File: src/pmw_pkg.sv
// Constants, field layout and mode type of the power mode wake controller.
// Assumes one 250 MHz clock; slow rates are enable pulses from a divider.
// What this block does
// - Reset mode: supplies on, init, await core stable
// - Watchdog failing over four times forces sleep
// - Five watchdog or supply failures force sleep
// - Fail-safe sleep: monitor wake, one-second cyclic wake
// - Stop: MCU powered, wake on LIN/monitor/GPIO
// - Sleep: MCU unpowered, wake LIN/monitor/cyclic only
// - Cyclic sleep: regulator off, retained registers kept
// - Wake sources equal; first one starts wake
// - Every wake event latched; software clears flags
// - Power-on reset enables monitor wake by default
// - Power-on reset selects cyclic wake, longest period
// - Stop: PLL clock off, core at retention
// - Monitor wake on rising, falling or both edges
// - Slow-down: reduced clock, LIN and low side usable
// - Controller runs on the one clk_i; slow timing from a tick divider
package pmw_pkg;
   localparam int DATA_W = 32;
   localparam int ADDR_W = 8;
   localparam int GPIO_N_DEF = 8;
   localparam int GPIO_N_MAX = 8;
   // Register byte offsets
   localparam logic [7:0] OFS_MODE = 8'h00;
   localparam logic [7:0] OFS_WCFG = 8'h04;
   localparam logic [7:0] OFS_FLAG = 8'h08;
   localparam logic [7:0] OFS_ISTS = 8'h0c;
   localparam logic [7:0] OFS_IMSK = 8'h10;
   localparam logic [7:0] OFS_STAT = 8'h14;
   localparam logic [7:0] OFS_RET0 = 8'h18;
   localparam logic [7:0] OFS_RET1 = 8'h1c;
   // Mode control fields
   localparam int MODE_STOP_BIT = 0;
   localparam int MODE_SLEEP_BIT = 1;
   localparam int MODE_CYC_BIT = 2;
   localparam int MODE_SEL_LSB = 3;
   localparam int MODE_SLOW_BIT = 6;
   // Wake configuration fields
   localparam int WCFG_LIN_BIT = 0;
   localparam int WCFG_MON_BIT = 1;
   localparam int WCFG_EDGE_LSB = 2;
   localparam int WCFG_GPIO_LSB = 4;
   localparam logic [1:0] EDGE_RISE = 2'h1;
   localparam logic [1:0] EDGE_FALL = 2'h2;
   localparam logic [1:0] EDGE_BOTH = 2'h3;
   // Wake flag and interrupt bits
   localparam int FLG_LIN = 0;
   localparam int FLG_MON = 1;
   localparam int FLG_GPIO = 2;
   localparam int FLG_CYC = 3;
   localparam int IRQ_WAKE = 0;
   localparam int IRQ_FAIL = 1;
   localparam int IRQ_WDT = 2;
   // Reset values after power-on, and the failure limit
   localparam logic [2:0] SEL_MAX = 3'h7;
   localparam logic RST_MON_EN = 1'b1;
   localparam logic RST_CYC_EN = 1'b1;
   localparam logic [1:0] RST_EDGE = EDGE_BOTH;
   localparam logic [2:0] FAIL_LIMIT = 3'h5;
   // Timing: slow oscillator rate and cyclic periods
   localparam int CLK_HZ = 250_000_000;
   localparam int SLOW_HZ = 100_000;
   localparam int TICK_DIV_DEF = CLK_HZ / SLOW_HZ;
   localparam int PERIOD_BASE_MS = 10;
   localparam int PERIOD_BASE_TICKS = PERIOD_BASE_MS * SLOW_HZ / 1000;
   localparam int FAILSAFE_MS = 1000;
   localparam int FAILSAFE_TICKS_DEF = FAILSAFE_MS * SLOW_HZ / 1000;
   localparam int CNT_W = 17;
   typedef enum logic [2:0] {
      ST_RESET, ST_ACTIVE, ST_SLOWDOWN, ST_STOP, ST_SLEEP
   } mode_type;
endpackage : pmw_pkg

File: src/power_mode_wake_controller.sv
// System mode sequencer with wake latching and fail-safe sleep.
// Assumes synchronous inputs, single-cycle bus strobes, clk_i always on.
`timescale 1ns/1ps
module power_mode_wake_controller #(
   parameter int GPIO_N         = pmw_pkg::GPIO_N_DEF,
   parameter int TICK_DIV       = pmw_pkg::TICK_DIV_DEF,
   parameter int FAILSAFE_TICKS = pmw_pkg::FAILSAFE_TICKS_DEF
) (
   input  wire logic                       clk_i,
   input  wire logic                       resetn_i,
   input  wire logic [pmw_pkg::ADDR_W-1:0] addr_i,
   input  wire logic [pmw_pkg::DATA_W-1:0] wdata_i,
   input  wire logic                       wr_i,
   input  wire logic                       rd_i,
   output logic      [pmw_pkg::DATA_W-1:0] rdata_o,
   input  wire logic                       lin_wake_i,
   input  wire logic                       mon_i,
   input  wire logic [GPIO_N-1:0]          gpio_i,
   input  wire logic                       core_stable_i,
   input  wire logic                       wdt_fail_i,
   input  wire logic                       wdt_serviced_i,
   input  wire logic                       supply_fail_i,
   output logic                            reg_en_o,
   output logic                            module_init_o,
   output logic                            pll_disable_o,
   output logic                            core_retention_o,
   output logic                            mcu_slow_clk_o,
   output logic                            lin_avail_o,
   output logic                            lowside_avail_o,
   output logic      [2:0]                 mode_o,
   output logic                            irq_o
);
   import pmw_pkg::*;

   if (GPIO_N < 1 || GPIO_N > GPIO_N_MAX) begin : g_bad_gpio
      $error("GPIO_N out of range");
   end
   if (FAILSAFE_TICKS < 1 || FAILSAFE_TICKS >= 2**CNT_W) begin : g_bad_fs
      $error("FAILSAFE_TICKS does not fit the timer");
   end

   mode_type          state_reg, state_next;
   logic              cyc_en_reg, slow_reg, failsafe_reg;
   logic [2:0]        sel_reg;
   logic              lin_en_reg, mon_en_reg;
   logic [1:0]        edge_reg;
   logic [GPIO_N-1:0] gpio_en_reg, gpio_prev_reg;
   logic              mon_prev_reg;
   logic [3:0]        flag_reg, flag_next;
   logic [2:0]        ists_reg, ists_next, imsk_reg;
   logic [2:0]        wdt_cnt_reg, sup_cnt_reg;
   logic [31:0]       ret0_reg, ret1_reg;

   // Address decode and software access window
   logic sel_mode, sel_wcfg, sel_flag, sel_ists, sel_imsk;
   logic sel_ret0, sel_ret1, sel_stat, sw_ok;
   assign sel_mode = addr_i == OFS_MODE;
   assign sel_wcfg = addr_i == OFS_WCFG;
   assign sel_flag = addr_i == OFS_FLAG;
   assign sel_ists = addr_i == OFS_ISTS;
   assign sel_imsk = addr_i == OFS_IMSK;
   assign sel_stat = addr_i == OFS_STAT;
   assign sel_ret0 = addr_i == OFS_RET0;
   assign sel_ret1 = addr_i == OFS_RET1;
   assign sw_ok = state_reg == ST_ACTIVE || state_reg == ST_SLOWDOWN;

   // Mode commands: stop bit alone is stop, stop with sleep is sleep
   logic wr_mode, cmd_stop, cmd_sleep;
   assign wr_mode   = wr_i && sel_mode && sw_ok;
   assign cmd_stop  = wr_mode && wdata_i[MODE_STOP_BIT];
   assign cmd_sleep = cmd_stop && wdata_i[MODE_SLEEP_BIT];

   // Wake source detection
   logic in_stop, in_sleep, mon_rise, mon_fall;
   logic lin_evt, mon_evt, gpio_evt, cyc_evt;
   assign in_stop  = state_reg == ST_STOP;
   assign in_sleep = state_reg == ST_SLEEP;
   assign mon_rise = mon_i && !mon_prev_reg;
   assign mon_fall = !mon_i && mon_prev_reg;
   assign lin_evt  = lin_en_reg && lin_wake_i;
   assign mon_evt  = mon_en_reg && ((edge_reg[0] && mon_rise)
                     || (edge_reg[1] && mon_fall));
   assign gpio_evt = |(gpio_i & ~gpio_prev_reg & gpio_en_reg);

   // Whichever source fires first ends the low-power mode
   logic wake_stop, wake_sleep;
   assign wake_stop  = in_stop
                       && (lin_evt || mon_evt || gpio_evt || cyc_evt);
   assign wake_sleep = in_sleep
                       && (lin_evt || mon_evt || cyc_evt);

   // Failure counting; the fifth failure of either kind trips fail-safe
   logic awake, wdt_trip, sup_trip, trip, fail_evt;
   assign awake    = sw_ok || state_reg == ST_RESET;
   assign wdt_trip = awake && wdt_fail_i
                     && wdt_cnt_reg == FAIL_LIMIT - 3'h1;
   assign sup_trip = awake && supply_fail_i
                     && sup_cnt_reg == FAIL_LIMIT - 3'h1;
   assign trip     = wdt_trip || sup_trip;
   assign fail_evt = sw_ok && (wdt_fail_i || supply_fail_i);

   // Cyclic timer load: fail-safe period overrides the software setting
   logic             cyc_run;
   logic [CNT_W-1:0] tmr_load;
   assign cyc_run  = (in_stop || in_sleep) && cyc_en_reg;
   assign tmr_load = failsafe_reg ? CNT_W'(FAILSAFE_TICKS)
                     : CNT_W'(PERIOD_BASE_TICKS) << sel_reg;

   cyclic_wake_timer #(
      .TICK_DIV (TICK_DIV),
      .CNT_W    (CNT_W)
   ) u_timer (
      .clk_i    (clk_i),
      .resetn_i (resetn_i),
      .run_i    (cyc_run),
      .load_i   (tmr_load),
      .expire_o (cyc_evt)
   );

   // Mode sequencing on the controller's own free-running clock
   always_comb begin
      state_next = state_reg;
      case (state_reg)
         ST_RESET: begin
            if (trip)
               state_next = ST_SLEEP;
            else if (core_stable_i)
               state_next = ST_ACTIVE;
         end
         ST_ACTIVE, ST_SLOWDOWN: begin
            if (trip)
               state_next = ST_SLEEP;
            else if (fail_evt)
               state_next = ST_RESET;
            else if (cmd_sleep)
               state_next = ST_SLEEP;
            else if (cmd_stop)
               state_next = ST_STOP;
            else
               state_next = slow_reg ? ST_SLOWDOWN : ST_ACTIVE;
         end
         ST_STOP: begin
            if (wake_stop)
               state_next = ST_ACTIVE;
         end
         ST_SLEEP: begin
            if (wake_sleep)
               state_next = ST_RESET;
         end
         default: state_next = ST_RESET;
      endcase
   end

   // Latched wake sources; a new event beats a same-cycle clear
   logic [3:0] flag_set, flag_clr;
   assign flag_set[FLG_LIN]  = lin_evt && !sw_ok;
   assign flag_set[FLG_MON]  = mon_evt && !sw_ok;
   assign flag_set[FLG_GPIO] = gpio_evt && in_stop;
   assign flag_set[FLG_CYC]  = cyc_evt;
   assign flag_clr  = (wr_i && sel_flag) ? wdata_i[3:0] : 4'h0;
   assign flag_next = (flag_reg & ~flag_clr) | flag_set;

   // Interrupt status is cleared by reading it
   logic [2:0] ists_set;
   assign ists_set  = {wdt_fail_i && awake, trip,
                       wake_stop || wake_sleep};
   assign ists_next = (rd_i && sel_ists ? 3'h0 : ists_reg) | ists_set;

   // State and mode outputs
   always_ff @(posedge clk_i) begin
      if (!resetn_i) begin
         state_reg        <= ST_RESET;
         reg_en_o         <= 1'b1;
         module_init_o    <= 1'b1;
         pll_disable_o    <= 1'b0;
         core_retention_o <= 1'b0;
         mcu_slow_clk_o   <= 1'b0;
         lin_avail_o      <= 1'b0;
         lowside_avail_o  <= 1'b0;
         mode_o           <= 3'h0;
      end else begin
         state_reg        <= state_next;
         reg_en_o         <= state_next != ST_SLEEP;
         module_init_o    <= state_next == ST_RESET;
         pll_disable_o    <= state_next == ST_STOP;
         core_retention_o <= state_next == ST_STOP;
         mcu_slow_clk_o   <= state_next == ST_SLOWDOWN;
         lin_avail_o      <= state_next == ST_ACTIVE
                             || state_next == ST_SLOWDOWN;
         lowside_avail_o  <= state_next == ST_ACTIVE
                             || state_next == ST_SLOWDOWN;
         mode_o           <= state_next;
      end
   end

   // Failure counters; service wipes the watchdog streak, supply count clears only on trip or reset
   always_ff @(posedge clk_i) begin
      if (!resetn_i || trip) begin
         wdt_cnt_reg <= 3'h0;
         sup_cnt_reg <= 3'h0;
      end else if (awake) begin
         if (wdt_fail_i)
            wdt_cnt_reg <= wdt_cnt_reg + 3'h1;
         else if (wdt_serviced_i)
            wdt_cnt_reg <= 3'h0;
         if (supply_fail_i)
            sup_cnt_reg <= sup_cnt_reg + 3'h1;
      end
   end

   // Mode and wake configuration, with fail-safe override
   always_ff @(posedge clk_i) begin
      if (!resetn_i) begin
         cyc_en_reg   <= RST_CYC_EN;
         sel_reg      <= SEL_MAX;
         slow_reg     <= 1'b0;
         failsafe_reg <= 1'b0;
         lin_en_reg   <= 1'b0;
         mon_en_reg   <= RST_MON_EN;
         edge_reg     <= RST_EDGE;
         gpio_en_reg  <= '0;
      end else if (trip) begin
         mon_en_reg   <= 1'b1;
         cyc_en_reg   <= 1'b1;
         failsafe_reg <= 1'b1;
      end else begin
         if (wr_mode) begin
            cyc_en_reg   <= wdata_i[MODE_CYC_BIT];
            sel_reg      <= wdata_i[MODE_SEL_LSB +: 3];
            slow_reg     <= wdata_i[MODE_SLOW_BIT];
            failsafe_reg <= 1'b0;
         end
         if (wr_i && sel_wcfg && sw_ok) begin
            lin_en_reg  <= wdata_i[WCFG_LIN_BIT];
            mon_en_reg  <= wdata_i[WCFG_MON_BIT];
            edge_reg    <= wdata_i[WCFG_EDGE_LSB +: 2];
            gpio_en_reg <= wdata_i[WCFG_GPIO_LSB +: GPIO_N];
         end
      end
   end

   // Flags, interrupts, edge history and retained words; retained
   // words survive sleep since only resetn_i clears them
   always_ff @(posedge clk_i) begin
      if (!resetn_i) begin
         flag_reg      <= 4'h0;
         ists_reg      <= 3'h0;
         imsk_reg      <= 3'h0;
         irq_o         <= 1'b0;
         mon_prev_reg  <= 1'b0;
         gpio_prev_reg <= '0;
         ret0_reg      <= 32'h0;
         ret1_reg      <= 32'h0;
      end else begin
         flag_reg      <= flag_next;
         ists_reg      <= ists_next;
         irq_o         <= |(ists_next & imsk_reg);
         mon_prev_reg  <= mon_i;
         gpio_prev_reg <= gpio_i;
         if (wr_i && sel_imsk)
            imsk_reg <= wdata_i[2:0];
         if (wr_i && sel_ret0 && sw_ok)
            ret0_reg <= wdata_i;
         if (wr_i && sel_ret1 && sw_ok)
            ret1_reg <= wdata_i;
      end
   end

   // Read mux; unmapped offsets read zero
   logic [31:0] rd_mux, wcfg_rd;
   assign wcfg_rd = {{(28 - GPIO_N){1'b0}}, gpio_en_reg, edge_reg,
                     mon_en_reg, lin_en_reg};
   assign rd_mux =
      sel_mode ? {25'h0, slow_reg, sel_reg, cyc_en_reg, 2'h0} :
      sel_wcfg ? wcfg_rd :
      sel_flag ? {28'h0, flag_reg} :
      sel_ists ? {29'h0, ists_reg} :
      sel_imsk ? {29'h0, imsk_reg} :
      sel_stat ? {22'h0, failsafe_reg, sup_cnt_reg, wdt_cnt_reg,
                  state_reg} :
      sel_ret0 ? ret0_reg :
      sel_ret1 ? ret1_reg : 32'h0;

   // Read data stand for exactly one cycle
   always_ff @(posedge clk_i) begin
      if (!resetn_i)
         rdata_o <= 32'h0;
      else
         rdata_o <= rd_i ? rd_mux : 32'h0;
   end
endmodule : power_mode_wake_controller

File: src/cyclic_wake_timer.sv
// Cyclic wake timer: slow tick divider and period counter.
// Assumes run_i held while a cyclic low-power mode lasts.
`timescale 1ns/1ps
module cyclic_wake_timer #(
   parameter int TICK_DIV = pmw_pkg::TICK_DIV_DEF,
   parameter int CNT_W    = pmw_pkg::CNT_W
) (
   input  wire logic             clk_i,
   input  wire logic             resetn_i,
   input  wire logic             run_i,
   input  wire logic [CNT_W-1:0] load_i,
   output logic                  expire_o
);
   localparam int DIV_W = $clog2(TICK_DIV);
   logic [DIV_W-1:0] div_reg;
   logic [CNT_W-1:0] cnt_reg;
   logic             tick;
   logic             last;

   if (TICK_DIV < 2) begin : g_bad_div
      $error("TICK_DIV must be at least 2");
   end

   // Slow oscillator stand-in: one enable pulse per slow period
   assign tick = run_i && (div_reg == DIV_W'(TICK_DIV - 1));
   assign last = tick && (cnt_reg >= load_i - CNT_W'(1));

   // Counter restarts whenever the mode is left, so each entry is a
   // full period
   always_ff @(posedge clk_i) begin
      if (!resetn_i || !run_i) begin
         div_reg  <= '0;
         cnt_reg  <= '0;
         expire_o <= 1'b0;
      end else begin
         div_reg  <= tick ? '0 : div_reg + DIV_W'(1);
         cnt_reg  <= last ? '0 : cnt_reg + CNT_W'(tick);
         expire_o <= last;
      end
   end
endmodule : cyclic_wake_timer

File: config.mk
export PLATFORM = sky130hd
export DESIGN_NAME = power_mode_wake_controller
export DESIGN_NICKNAME = d
export VERILOG_FILES = /design/src/pmw_pkg.sv /design/src/power_mode_wake_controller.sv /design/src/cyclic_wake_timer.sv
export SDC_FILE = /design/constraint.sdc
export NUM_CORES = 1
export LEC_CHECK = 0
export BUFFER_PORTS_ARGS = -buffer_cell sky130_fd_sc_hd__buf_4
export CAP_MARGIN = 20
export CORE_MARGIN = 4
export CORE_UTILIZATION = 62
export DETAILED_ROUTE_END_ITERATION = 10
export PLACE_DENSITY = 0.82
export SETUP_SLACK_MARGIN = 0.1
export SYNTH_ARGS = -nofsm -noshare
export SYNTH_HDL_FRONTEND = slang
export SYNTH_HIERARCHICAL = 1
export SYNTH_SLANG_ARGS = --single-unit
File: constraint.sdc
create_clock -name clk_i -period 6 [get_ports clk_i]
set_input_delay 0 -clock clk_i [delete_from_list [all_inputs] [get_ports clk_i]]
set_output_delay 0 -clock clk_i [all_outputs]
set_load 0.01 [all_outputs]
After elaboration in Yosys (flattened, before gate mapping)
Index checks and enable logic that the tools add are counted.
{ "word_totals": {"elab_cells": 160, "inputBits": 58, "rom_bits": 0, "ramBits": 0, "memories": 0, "latchBits": 0, "output_inout_bits": 43, "reg_bits": 178} }
{ "classes": {"n_mux": 25, "add_sub_neg": 5, "eq_ne": 18, "div": 0, "n_shift": 1, "n_reduce_logical": 69, "bitwise_logic": 11, "mul": 0, "order_cmp": 1} }
{ "ops": {"columns": ["operator", "count"], "rows": [
  ["$mux 32", 2],
  ["$mux 12", 5],
  ["$eq 8x5->1 const B", 4],
  ["$logic_and 1x1->1", 32],
  ["$mux 3", 10],
  ["$add 17x1->17", 1],
  ["$ge 17x17->1", 1],
  ["$mux 17", 1],
  ["$shl 10x3->17 const A", 1],
  ["$sub 17x1->17 const B", 1],
  ["$and 8x8->8", 2],
  ["$eq 8x4->1 const B", 2],
  ["$reduce_or 8->1", 2],
  ["$logic_or 1x1->1", 14],
  ["$add 12x1->12 const B", 1],
  ["$eq 12x12->1 const B", 1],
  ["$eq 3x2->1 const B", 4],
  ["$pmux 3 s4", 1],
  ["$reduce_and 2->1", 5],
  ["$eq 3x3->1 const B", 3],
  ["$eq 8x3->1 const B", 1],
  ["$logic_not 8->1", 1],
  ["$not 8->8", 1],
  ["$reduce_or 2->1", 4],
  ["other kinds (17)", 30]
]} }

Longest topological paths before layout
Gate-level depths: netlist of the first run.
{ "logic_depth": {"depth_word": 13, "mapped_depth": 15, "mapped_depth_nobuf": 14} }

Hierarchy
The synthesis of the first run kept the hierarchy.
{ "modules_own_cells": {"columns": ["mod", "cells_per_inst", "area_per_inst_um2", "n_inst", "seq_area_each_um2"], "rows": [
  ["power_mode_wake_controller", 721, 6032.0, 1, 2962.8],
  ["cyclic_wake_timer", 229, 1951.9, 1, 600.6]
]} }

Least setup slack after synthesis of the first run
No wires, ideal clock.
{ "synth_timing": {"path_type": "flip-flop to flip-flop", "start": "register sel_reg[0]", "end": "register u_timer.cnt_reg[10]", "synth_period_minus_slack_ns": 3.820, "setup_ns": 0.132, "n_path_buf": 2, "stages_incl_launch_ff": 16, "required_ns": 5.868, "slack_ns": 2.180, "arrival_ns": 3.688, "cell_sequence": "dfxtp_1 -> clkbuf_1 -> o21bai_1 -> nor2_1 -> o21ai_0 -> or4_4 -> nor3_4 -> nand4_1 -> xor2_1 -> ha_1 -> nand4_1 -> nor3_1 -> a22oi_1 -> o221ai_2 -> buf_6 -> nor3_1"} }
{ "synth_via": {"elab_chain_len": 6} }
{ "synth_lines": {"columns": ["element", "line_no", "source"], "rows": [
  ["start: declaration", "power_mode_wake_controller.sv:44", "logic [2:0] sel_reg;"],
  ["start signal: assignment", "power_mode_wake_controller.sv:229", "sel_reg <= wdata_i[MODE_SEL_LSB +: 3];"],
  ["$shl 10x3->17", "power_mode_wake_controller.sv:107", ": CNT_W'(PERIOD_BASE_TICKS) << sel_reg;"],
  ["$mux 17", "power_mode_wake_controller.sv:106", "assign tmr_load = failsafe_reg ? CNT_W'(FAILSAFE_TICKS)"],
  ["named net tmr_load[5]", "power_mode_wake_controller.sv:104", "logic [CNT_W-1:0] tmr_load;"],
  ["$sub 17x1->17", "cyclic_wake_timer.sv:26", "assign last = tick && (cnt_reg >= load_i - CNT_W'(1));"],
  ["$ge 17x17->1", "cyclic_wake_timer.sv:26", null],
  ["$logic_and 1x1->1", "cyclic_wake_timer.sv:26", null],
  ["$reduce_or 2->1 (no source line)", null, null],
  ["end signal: assignment", "cyclic_wake_timer.sv:37", "cnt_reg <= last ? '0 : cnt_reg + CNT_W'(tick);"],
  ["end: declaration", "cyclic_wake_timer.sv:16", "logic [CNT_W-1:0] cnt_reg;"]
]} }
The timed path passes the listed nets, and every way through them passes these cells.
A chain may end at the register's enable or synchronous reset.

Worst setup path after layout of the first run
{ "layout_timing": {"start": "register sel_reg[0]", "end": "register u_timer.cnt_reg[12]"} }
Same word-level chain as after synthesis.

==> impl_metrics.json, run 1 <==
{
  "hold_buffers": 59,
  "hold_depth": 4,
  "p_per_area_mw_per_mm2": 250,
  "dr_total_vias": 7351,
  "crit_arrival_ns": 4.69,
  "cp_max_fo": 17,
  "rr_worst_depth": 13,
  "insertedDiodeCount": 0,
  "cts_setup_buffers": 0,
  "yosys_register_bits": 178,
  "finClkSkew_ns": 0.00846,
  "max_freq_mhz": 227,
  "slowest_delay_ns": 0.66,
  "stdcell_count": 1274,
  "vias_per_cell": 5.77,
  "dp_cells": 1183,
  "die_h_um": 121,
  "crit_chain": "o21bai_1 -> nor2_1 -> o21ai_0 -> or4_4 -> nor3_4 -> nand4_1 -> xor2_1 -> ha_1 -> nand4_1 -> nor3_1 -> a22oi_1 -> o221ai_2 -> nor3_1",
  "drc": 0,
  "grt_max_degree": 87,
  "grtUsageTotal_pct": 29.2,
  "yosysUniqueCellTypes": 64,
  "topRoutingLayerUsed": "met4",
  "hp-start": "wr_i",
  "synth_flop_cell": "dfxtp_1",
  "dpl.hpwl_mm": 13.3,
  "io-pin-count": 101,
  "yosysWarnings": 6,
  "layout_commonest_cell": "nand2_1",
  "grt_pass1_vias": 7134,
  "grt_pass1_wl_mm": 34.5,
  "critPathLaunchType": "flip-flop",
  "rsz0062_at_grt": "false",
  "num-fill-cells": 861,
  "final_cell_mix": "nand2_1, dfxtp_1, buf_4",
  "max-cap-violations": 0,
  "die_area_mm2": 0.0148,
  "cts_made_buffers": 17,
  "vdd_drop_max_v": 0.000218,
  "r2r_slack_ns": 1.59,
  "critPathRequiredTime_ns": 6.28,
  "seq_area_frac_synth_pct": 44.6,
  "path_class": "reg -> reg",
  "area_delta_synth_final_pct": 24.6,
  "rr_startpoint": "sel_reg[0]$_SDFFE_PN1P_",
  "maxSlewViolCount": 0,
  "postRouteAntennaNets": 0,
  "clock_latency_ns": 0.43,
  "grt_antenna_before_repair": 0,
  "clk_path_buf_depth": 2,
  "path_delay_family": "simple AND/OR/NAND/NOR gates",
  "syn_area_per_cell_um2": 8.40,
  "core_area_mm2": 0.0126,
  "num_rows": 41,
  "synth_cells": 950,
  "fin_crit_sh_pct": 73.6,
  "setup-tns-final_ns": 0,
  "synth.cell_area_mm2": 0.00798,
  "cts_root_buf": "clkbuf_16",
  "cts.sinks": 178,
  "tightest_slew_ns": 0.956,
  "cts_tree": "yes",
  "period_needed_ns": 4.41,
  "hold_end": "flag_reg[1]$_SDFF_PN0_",
  "cp_num_buf_inv": 0,
  "cts_resized": 0,
  "seqCellArea_mm2": 0.00356,
  "h-tree-depth": 4,
  "clkTransAtPathRegs_ns": 0.07,
  "wl_mm": 21.1,
  "hold_path.class": "in -> reg",
  "wl_met3_mm": 1.37,
  "start_util_pct": 63.3,
  "final_nets": 1172,
  "async_reset_ff_share_pct": 0,
  "die_x_um": 121,
  "setup_violations": 0,
  "portBuffers": 100,
  "place_congestion": 0.920,
  "fin_ws_ns": 1.59,
  "drtPass1Iterations": 5,
  "crit_path_end_kind": "flip-flop",
  "relSlewSlack_pct": 36.3,
  "wl_met1_mm": 8.95,
  "drive_above_1_share_pct": 15.1,
  "place_ws_ns": 1.64,
  "wl_per_cell_um": 16.6,
  "cp_slowest_cell": "o221ai_2",
  "outcome": "finished clean",
  "hold_viol_final": 0,
  "r2r-end": "u_timer/cnt_reg[12]$_SDFF_PP0_",
  "synth_edf_count": 0,
  "overflow": 0,
  "p_leak_nw": 3.90,
  "multi_input_area_mm2": 0.00412,
  "wl_met2_mm": 10.4,
  "drt-initial-drc-count": 772
}
## synthesized netlist by cell type, types with 8 or more instances
cell type  instances  area (um2)
and3_1            15        93.8
nand3_1           36         180
a211oi_1           9        67.6
nand4_1           10        62.6
a22oi_1           32         240
dfxtp_1          178        3560
mux2i_1           16         160
xnor2_1           28         245
nor3_1            24         120
inv_1             17        63.8
nand2_1          194         728
and2_1            13        81.3
buf_2             15        75.1
ha_1              25         313
nor2b_1            8        50.1
clkbuf_1          26        97.6
nor4_1            10        62.6
o21ai_0           15        75.1
xor2_1            16         140
nor2_1            84         315
a21oi_1           95         475
## tightest hold or removal path, cell delays in order
cell and delay (ns):
buf_4 0.14, nand3_1 0.08, o21ai_0 0.07, a21oi_1 0.14
## worst max path at each step
stage / from / end / slack [ns] / depth (start not counted)
floorplan: sel_reg[0]$_SDFFE_PN1P_ / u_timer/cnt_reg[10]$_SDFF_PP0_ / 2.18 / 15
global placement: sel_reg[0]$_SDFFE_PN1P_ / u_timer/cnt_reg[13]$_SDFF_PP0_ / 1.82 / 13
detailed placement: sel_reg[0]$_SDFFE_PN1P_ / u_timer/cnt_reg[12]$_SDFF_PP0_ / 1.64 / 13
CTS: sel_reg[0]$_SDFFE_PN1P_ / u_timer/cnt_reg[12]$_SDFF_PP0_ / 1.63 / 13
global route: sel_reg[0]$_SDFFE_PN1P_ / u_timer/cnt_reg[13]$_SDFF_PP0_ / 1.14 / 13
finish: sel_reg[0]$_SDFFE_PN1P_ / u_timer/cnt_reg[12]$_SDFF_PP0_ / 1.59 / 13
## final cells by class
cell class                 instances  area share (%)
clock buffer                      18            4.31
clock inverter                    14            1.71
inverter                          18           0.679
multi-input combinational        709            41.4
sequential                       178            35.8
tap                              172            2.16
timing repair buffer             165            13.9
## power breakdown
part           switching (W)  leakage, nW  internal (W)
Combinational      0.0000803         2.17     0.0000767
Sequential        0.00000703         1.44       0.00119
Clock               0.000502        0.293      0.000630
Total               0.000589         3.90       0.00190
## per-stage QoR
stage / utilization, % / power (W) / instance area [um2] / hold WS, ns
final: 78.9 / 0.00249 / 9950 / 0.0353
after global routing: 78.9 / 0.00256 / 9950 / 0.0284
after global placement: 69.4 / 0.00134 / 8760 / 0.211
after floorplan: - / 0.00129 / 8010 / 0.122
after CTS: 78.9 / 0.00249 / 9950 / 0.0133
after detailed placement: 69.4 / 0.00134 / 8760 / 0.219
## logic make-up (layout without fill, tap and decap cells)
kind of cell	after synthesis	in the layout	synth area share [%]
other	1	7	0.0470
DFF	178	178	44.6
and+or+nand+nor	433	433	25.5
buffers and inverters	69	215	4.09
AOI/OAI and AO/OA	179	179	13.8
adders and majority gates	25	25	3.92
xor gates and xnor gates	44	44	4.83
muxes	21	21	3.13
## per-layer routing
layer,GRT usage (%),vias up
li1,-,3551
met1,36.9,3441
met2,49.5,310
met3,6.53,49
met4,9.31,0
met5,0,-
Note: power is estimated with default switching activity, not from simulation.
==> run 2: changes to the inputs <==
- ABC_AREA: not set -> 1
- CORE_UTILIZATION: 62 -> 58
- PLACE_DENSITY: 0.82 -> 0.77
- clock period: 6 -> 4.1 ns (I/O delays scaled with it)
==> run 2 against run 1 <==
- clock power up 40%
- fmax up 41%
- die area up 9.1%
- core utilization down 6.3 points
- combinational power up 39%
- global-route usage down 3.4 points
- non-clock buffer count down 13
- total power up 43%
- hold slack better by 0.022 ns
- count of clock-buffer cells in the layout unchanged
- synthesized cell count up 18%
- largest cell class unchanged
==> impl_metrics.json, run 2 <==
{
  "outcome": "finished clean",
  "die_h_um": 127,
  "cts_setup_buffers": 0,
  "final_cell_mix": "nand2_1, nor2_1, dfxtp_1",
  "grt_pass1_wl_mm": 33.9,
  "drc": 0,
  "final_nets": 1341,
  "power_w": 0.00355,
  "yosys.area.top_type": "dfxtp_1",
  "fin_crit_sh_pct": 76.5,
  "grt_pass1_vias": 7138,
  "critPathRequiredTime_ns": 4.41,
  "period_needed_ns": 3.14,
  "drive_above_1_share_pct": 14.6,
  "layout_commonest_cell": "nand2_1",
  "grt_busiest_layer": "met2",
  "io-pin-count": 101,
  "critPathLaunchType": "flip-flop",
  "rsz0062_at_grt": "false",
  "syn_area_per_cell_um2": 7.32,
  "use_met2_pct": 43.2,
  "portBuffers": 100,
  "yosys_register_bits": 178,
  "grt_antenna_before_repair": 0,
  "postRouteAntennaNets": 0,
  "area_delta_synth_final_pct": 22.9,
  "clkTransAtPathRegs_ns": 0.07,
  "crit_arrival_ns": 3.45,
  "p_leak_nw": 4.43,
  "drtPass1Iterations": 5,
  "crit_path_end_kind": "flip-flop",
  "max_freq_mhz": 319,
  "yosysWarnings": 6,
  "max-cap-violations": 0,
  "clock_latency_ns": 0.43,
  "synthMostInstantiatedCell": "nand2_1",
  "num_rows": 43,
  "wl_mm": 20.8,
  "die_x_um": 127,
  "cts_root_buf": "clkbuf_16",
  "grt_use_met1_pct": 33.8,
  "finClkSkew_ns": 0.0109,
  "p_per_area_mw_per_mm2": 353,
  "die_area_mm2": 0.0161,
  "async_reset_ff_share_pct": 0,
  "dr_total_vias": 7630,
  "overflow": 0,
  "start_util_pct": 59.0,
  "wl_per_cell_um": 14.3,
  "clk_path_buf_depth": 2,
  "synth_top_area_share_pct": 43.5,
  "hold_path.class": "in -> reg",
  "maxSlewViolCount": 0,
  "tightest_slew_ns": 1.02,
  "synth.cell_area_mm2": 0.00820,
  "synthTopCellsByArea": "dfxtp_1, nand2_1, nor2_1",
  "insertedDiodeCount": 0,
  "drt-initial-drc-count": 674,
  "setup-tns-final_ns": 0,
  "ys_top_cells_by_count": "nand2_1, nor2_1, dfxtp_1",
  "h-tree-depth": 4,
  "relSlewSlack_pct": 31.5,
  "cts_tree": "yes",
  "cts_made_buffers": 17,
  "setup_violations": 0,
  "vias_per_cell": 5.26,
  "cp_max_fo": 17,
  "grt_max_degree": 101,
  "core_area_mm2": 0.0139,
  "dpl.hpwl_mm": 13.8,
  "hold_viol_final": 0,
  "vdd_drop_max_v": 0.000356,
  "yosysUniqueCellTypes": 46,
  "grtUsageTotal_pct": 25.7,
  "num-fill-cells": 1076,
  "use_met3_pct": 5.18,
  "cts.sinks": 178,
  "synth_flop_cell": "dfxtp_1",
  "synth_cells": 1119,
  "path_class": "reg -> reg",
  "place_congestion": 0.921,
  "seq_area_frac_synth_pct": 43.5,
  "synth_edf_count": 0
}
run 2: cell count changes after synthesis, moves of 13 or more:
cell     change
a21oi_1     -17
a22oi_1     -32
and2_1      -13
and3_1      -15
inv_1      +108
mux2i_1     -16
nand3_1     +14
nor2_1     +106
nor2_2      +14
o21ai_0     +82
xnor2_1     -15
run 2: final cells by class:
type	count	area [um2]	share of cell area [%]
Multi-Input combinational cell	774	3940	39.1
Sequential cell	178	3560	35.4
Timing Repair Buffer	152	1260	12.5
Inverter	135	508	5.05
Clock buffer	18	439	4.36
Tap cell	180	225	2.24
Clock inverter	14	133	1.32
run 2: routing by layer:
metal / wire length (um) / share of wire (%)
met5: 0 / 0
met4: 343 / 1.6
met3: 1270 / 6.1
met2: 9970 / 48
met1: 9210 / 44
run 2: what timing repair did:
action,CTS,global route
gates resized for setup,0,0
hold buffers,48,0
hold endpoints to repair,102,0
run 2: critical path, stage by stage, from the launching register on:
cell and delay [ns]:
dfxtp_1 0.41, inv_1 0.13, a21oi_1 0.34, nand2_1 0.21
nor2_1 0.22, nand3_1 0.14, nor2_2 0.13, nand2_1 0.08
xnor2_1 0.13, inv_1 0.06, ha_1 0.27, nand2_1 0.07
nor2_2 0.14, nand2_1 0.08, nor2_1 0.11, nor2_1 0.05
nand3_1 0.07, nand2_1 0.10, nand2_4 0.21, nor2_1 0.06
run 2: power breakdown:
| part | total, W | switching, W | leakage, nW | internal [W] |
|---|---|---|---|---|
| registers | 0.00175 | 0.00000939 | 1.44 | 0.00174 |
| logic | 0.000219 | 0.000116 | 2.71 | 0.000104 |
| clock network | 0.00158 | 0.000757 | 0.286 | 0.000824 |
run 2: cells by family (layout without fill, tap and decap cells):
logic type               count (synthesis)  in the layout  share of synthesized area (%)
AND/OR/NAND/NOR                        511            511                           27.6
AO/OA/AOI/OAI                          199            199                           12.9
flip-flops                             178            178                           43.5
buffers and inverters                  172            319                           8.69
XOR/XNOR                                33             33                           3.53
adder cells (fa/ha/maj)                 25             25                           3.82
other                                    1              6                         0.0458
run 2: worst paths after layout:
| path | startpoint | endpoint | slack (ns) | cells after the start |
|---|---|---|---|---|
| worst max-delay path | sel_reg[2]$_SDFFE_PN1P_ | u_timer/cnt_reg[9]$_SDFF_PP0_ | 0.96 | 19 |
| worst min-delay path | core_stable_i | module_init_o$_SDFF_PN1_ | 0.06 | 5 |
| worst max register to register | sel_reg[2]$_SDFFE_PN1P_ | u_timer/cnt_reg[9]$_SDFF_PP0_ | 0.96 | 19 |
| worst min register to register | ret1_reg[6]$_SDFFE_PN0P_ | ret1_reg[6]$_SDFFE_PN0P_ | 0.45 | 2 |
run 2: per-stage QoR:
stage	cell area, um2	hold slack (ns)	std cells	worst slack, ns	util [%]
floorplan	8210	0.0935	1124	1.23	-
global placement	9020	0.189	1371	1.13	65.0
detailed placement	9020	0.194	1371	1.03	65.0
CTS	10100	0.0397	1451	1.01	72.5
global route	10100	0.0853	1451	0.466	72.5
finish	10100	0.0573	1451	0.965	72.5
==> run 3: changes to the inputs <==
- ABC_AREA: 1 -> 0
- clock period: 4.1 -> 3.2 ns (I/O delays scaled with it)
==> run 3 against run 2 <==
- the run now ends with setup timing left
- sequential power increased by 28%
- register-to-register slack worse by 1.1 ns
- critical path depth fell by 4
- hold slack got worse by 0.0020 ns
- wire length rose by 0.13%
- total power rose by 31%
- clock power grew 34%
==> impl_metrics.json, run 3 (synthesis gave the netlist of run 1 again) <==
{
  "max-cap-violations": 0,
  "use_met3_pct": 5.76,
  "cts_tree": "yes",
  "start_util_pct": 59.8,
  "rr_startpoint": "sel_reg[0]$_SDFFE_PN1P_",
  "grtUsageTotal_pct": 26.1,
  "vias_per_cell": 5.61,
  "grt_busiest_layer": "met2",
  "drtPass1Iterations": 6,
  "cts_made_buffers": 17,
  "dr_total_vias": 7365,
  "clk_path_buf_depth": 2,
  "stdcell_area_mm2": 0.0103,
  "place_congestion": 0.863,
  "path_class": "reg -> reg",
  "grt_max_degree": 64,
  "h-tree-depth": 4,
  "finClkSkew_ns": 0.00685,
  "hold-worst-slack_ns": 0.0553,
  "setup_violations": 17,
  "p_leak_nw": 4.11,
  "drive_above_1_share_pct": 19.2,
  "crit_path_end_kind": "flip-flop",
  "vdd_drop_max_v": 0.000375,
  "tightest_slew_ns": 0.650,
  "place_ws_ns": -0.242,
  "overflow": 0,
  "grt_pass1_vias": 7118,
  "grt_antenna_before_repair": 0,
  "die_h_um": 125,
  "wl_per_cell_um": 15.8,
  "grt_use_met1_pct": 34.0,
  "max_freq_mhz": 304,
  "clock_latency_ns": 0.43,
  "violations": "setup timing",
  "critPathLaunchType": "flip-flop",
  "portBuffers": 100,
  "die_area_mm2": 0.0157,
  "dpl_cell_area_mm2": 0.00906,
  "hold_path.class": "in -> reg",
  "hp-start": "core_stable_i",
  "postRouteAntennaNets": 0,
  "core_area_mm2": 0.0133,
  "fin_ws_ns": -0.0919,
  "use_met2_pct": 44.1,
  "grt_pass1_wl_mm": 34.0,
  "relSlewSlack_pct": 56.3,
  "crit_arrival_ns": 3.58,
  "dpl.hpwl_mm": 14.0,
  "rsz0062_at_grt": "true",
  "drc": 0,
  "area_delta_synth_final_pct": 29.4,
  "layout_commonest_cell": "nand2_1",
  "insertedDiodeCount": 0,
  "p_per_area_mw_per_mm2": 451,
  "outcome": "complete, but fails checks",
  "hold_viol_final": 0,
  "final_cell_mix": "nand2_1, dfxtp_1, buf_4",
  "die_x_um": 125,
  "fin_crit_sh_pct": 103,
  "startpoint": "sel_reg[0]$_SDFFE_PN1P_",
  "cp_max_fo": 17,
  "io-pin-count": 101,
  "maxSlewViolCount": 0,
  "period_needed_ns": 3.29,
  "num_rows": 42,
  "final_nets": 1208,
  "clkTransAtPathRegs_ns": 0.07,
  "wl_mm": 20.8,
  "drt-initial-drc-count": 681,
  "cts_root_buf": "clkbuf_16",
  "critPathRequiredTime_ns": 3.49,
  "cts.sinks": 178
}
-- run 3: changes by cell type in the layout (fill, tap and decap cells not counted), moves of 16 or more --
cell / change
a22oi_1: +31
o21ai_0: -84
nor2_1: -107
inv_1: -109
buf_4: +35
mux2i_1: +16
a21oi_1: +17
-- run 3: final timing paths --
path                                    end  slack [ns]  cells past startpoint
min reg2reg       ret0_reg[27]$_SDFFE_PN0P_        0.45                      2
min               mcu_slow_clk_o$_SDFF_PN0_        0.06                      4
max          u_timer/cnt_reg[13]$_SDFF_PP0_       -0.09                     15
max reg2reg  u_timer/cnt_reg[13]$_SDFF_PP0_       -0.09                     15
-- run 3: worst max-delay path, stage by stage, from the launching register on --
cell and delay (ns):
dfxtp_4 0.38, inv_2 0.06, a211oi_2 0.06, or3_4 0.39, or4_4 0.45, nor3_4 0.22
nand4_1 0.13, xor2_1 0.16, ha_1 0.29, nand4_1 0.12, buf_4 0.17, o21bai_1 0.25
o21ai_1 0.12, o221ai_2 0.10, buf_12 0.18, nor3_1 0.06
-- run 3: power by group --
| group | total [W] | switching [W] | internal, W |
|---|---|---|---|
| Sequential | 0.00224 | 0.0000104 | 0.00223 |
| Combinational | 0.000305 | 0.000152 | 0.000153 |
| Clock | 0.00212 | 0.000936 | 0.00118 |
| Total | 0.00466 | 0.00110 | 0.00356 |
-- run 3: metal layers --
metal | up-vias | share of wire [%]
met4 | 0 | 2.0
met1 | 3456 | 43
met3 | 38 | 6.2
met5 | - | 0
met2 | 254 | 48
li1 | 3617 | -
-- run 3: per-stage QoR --
step	total power [W]	setup TNS (ns)	utilization, %	std cells
final	0.00466	-1.33	77.4	1314
after global routing	0.00480	-4.66	77.4	1314
after CTS	0.00468	-1.64	77.1	1313
after detailed placement	0.00253	-3.96	67.9	1220
after global placement	0.00253	-2.56	67.9	1220
after floorplan	0.00241	-2.87	-	956
-- run 3: final cells by class --
| type | instances | area, um2 |
|---|---|---|
| Clock buffer | 18 | 429 |
| Clock inverter | 14 | 178 |
| Fill cell | 983 | 3020 |
| Inverter | 18 | 67.6 |
| Multi-Input combinational cell | 709 | 4190 |
| Sequential cell | 178 | 3580 |
| Tap cell | 176 | 220 |
| Timing Repair Buffer | 201 | 1670 |
-- run 3: what timing repair did --
| item | 4_1_cts | 5_1_grt |
|---|---|---|
| endpoints found under the hold margin | 107 | 0 |
| setup buffers | 0 | 1 |
| resized for setup | 6 | 8 |
| pin swaps | 1 | 3 |
| endpoints found under the setup margin | 18 | 18 |
| hold buffers | 61 | 0 |
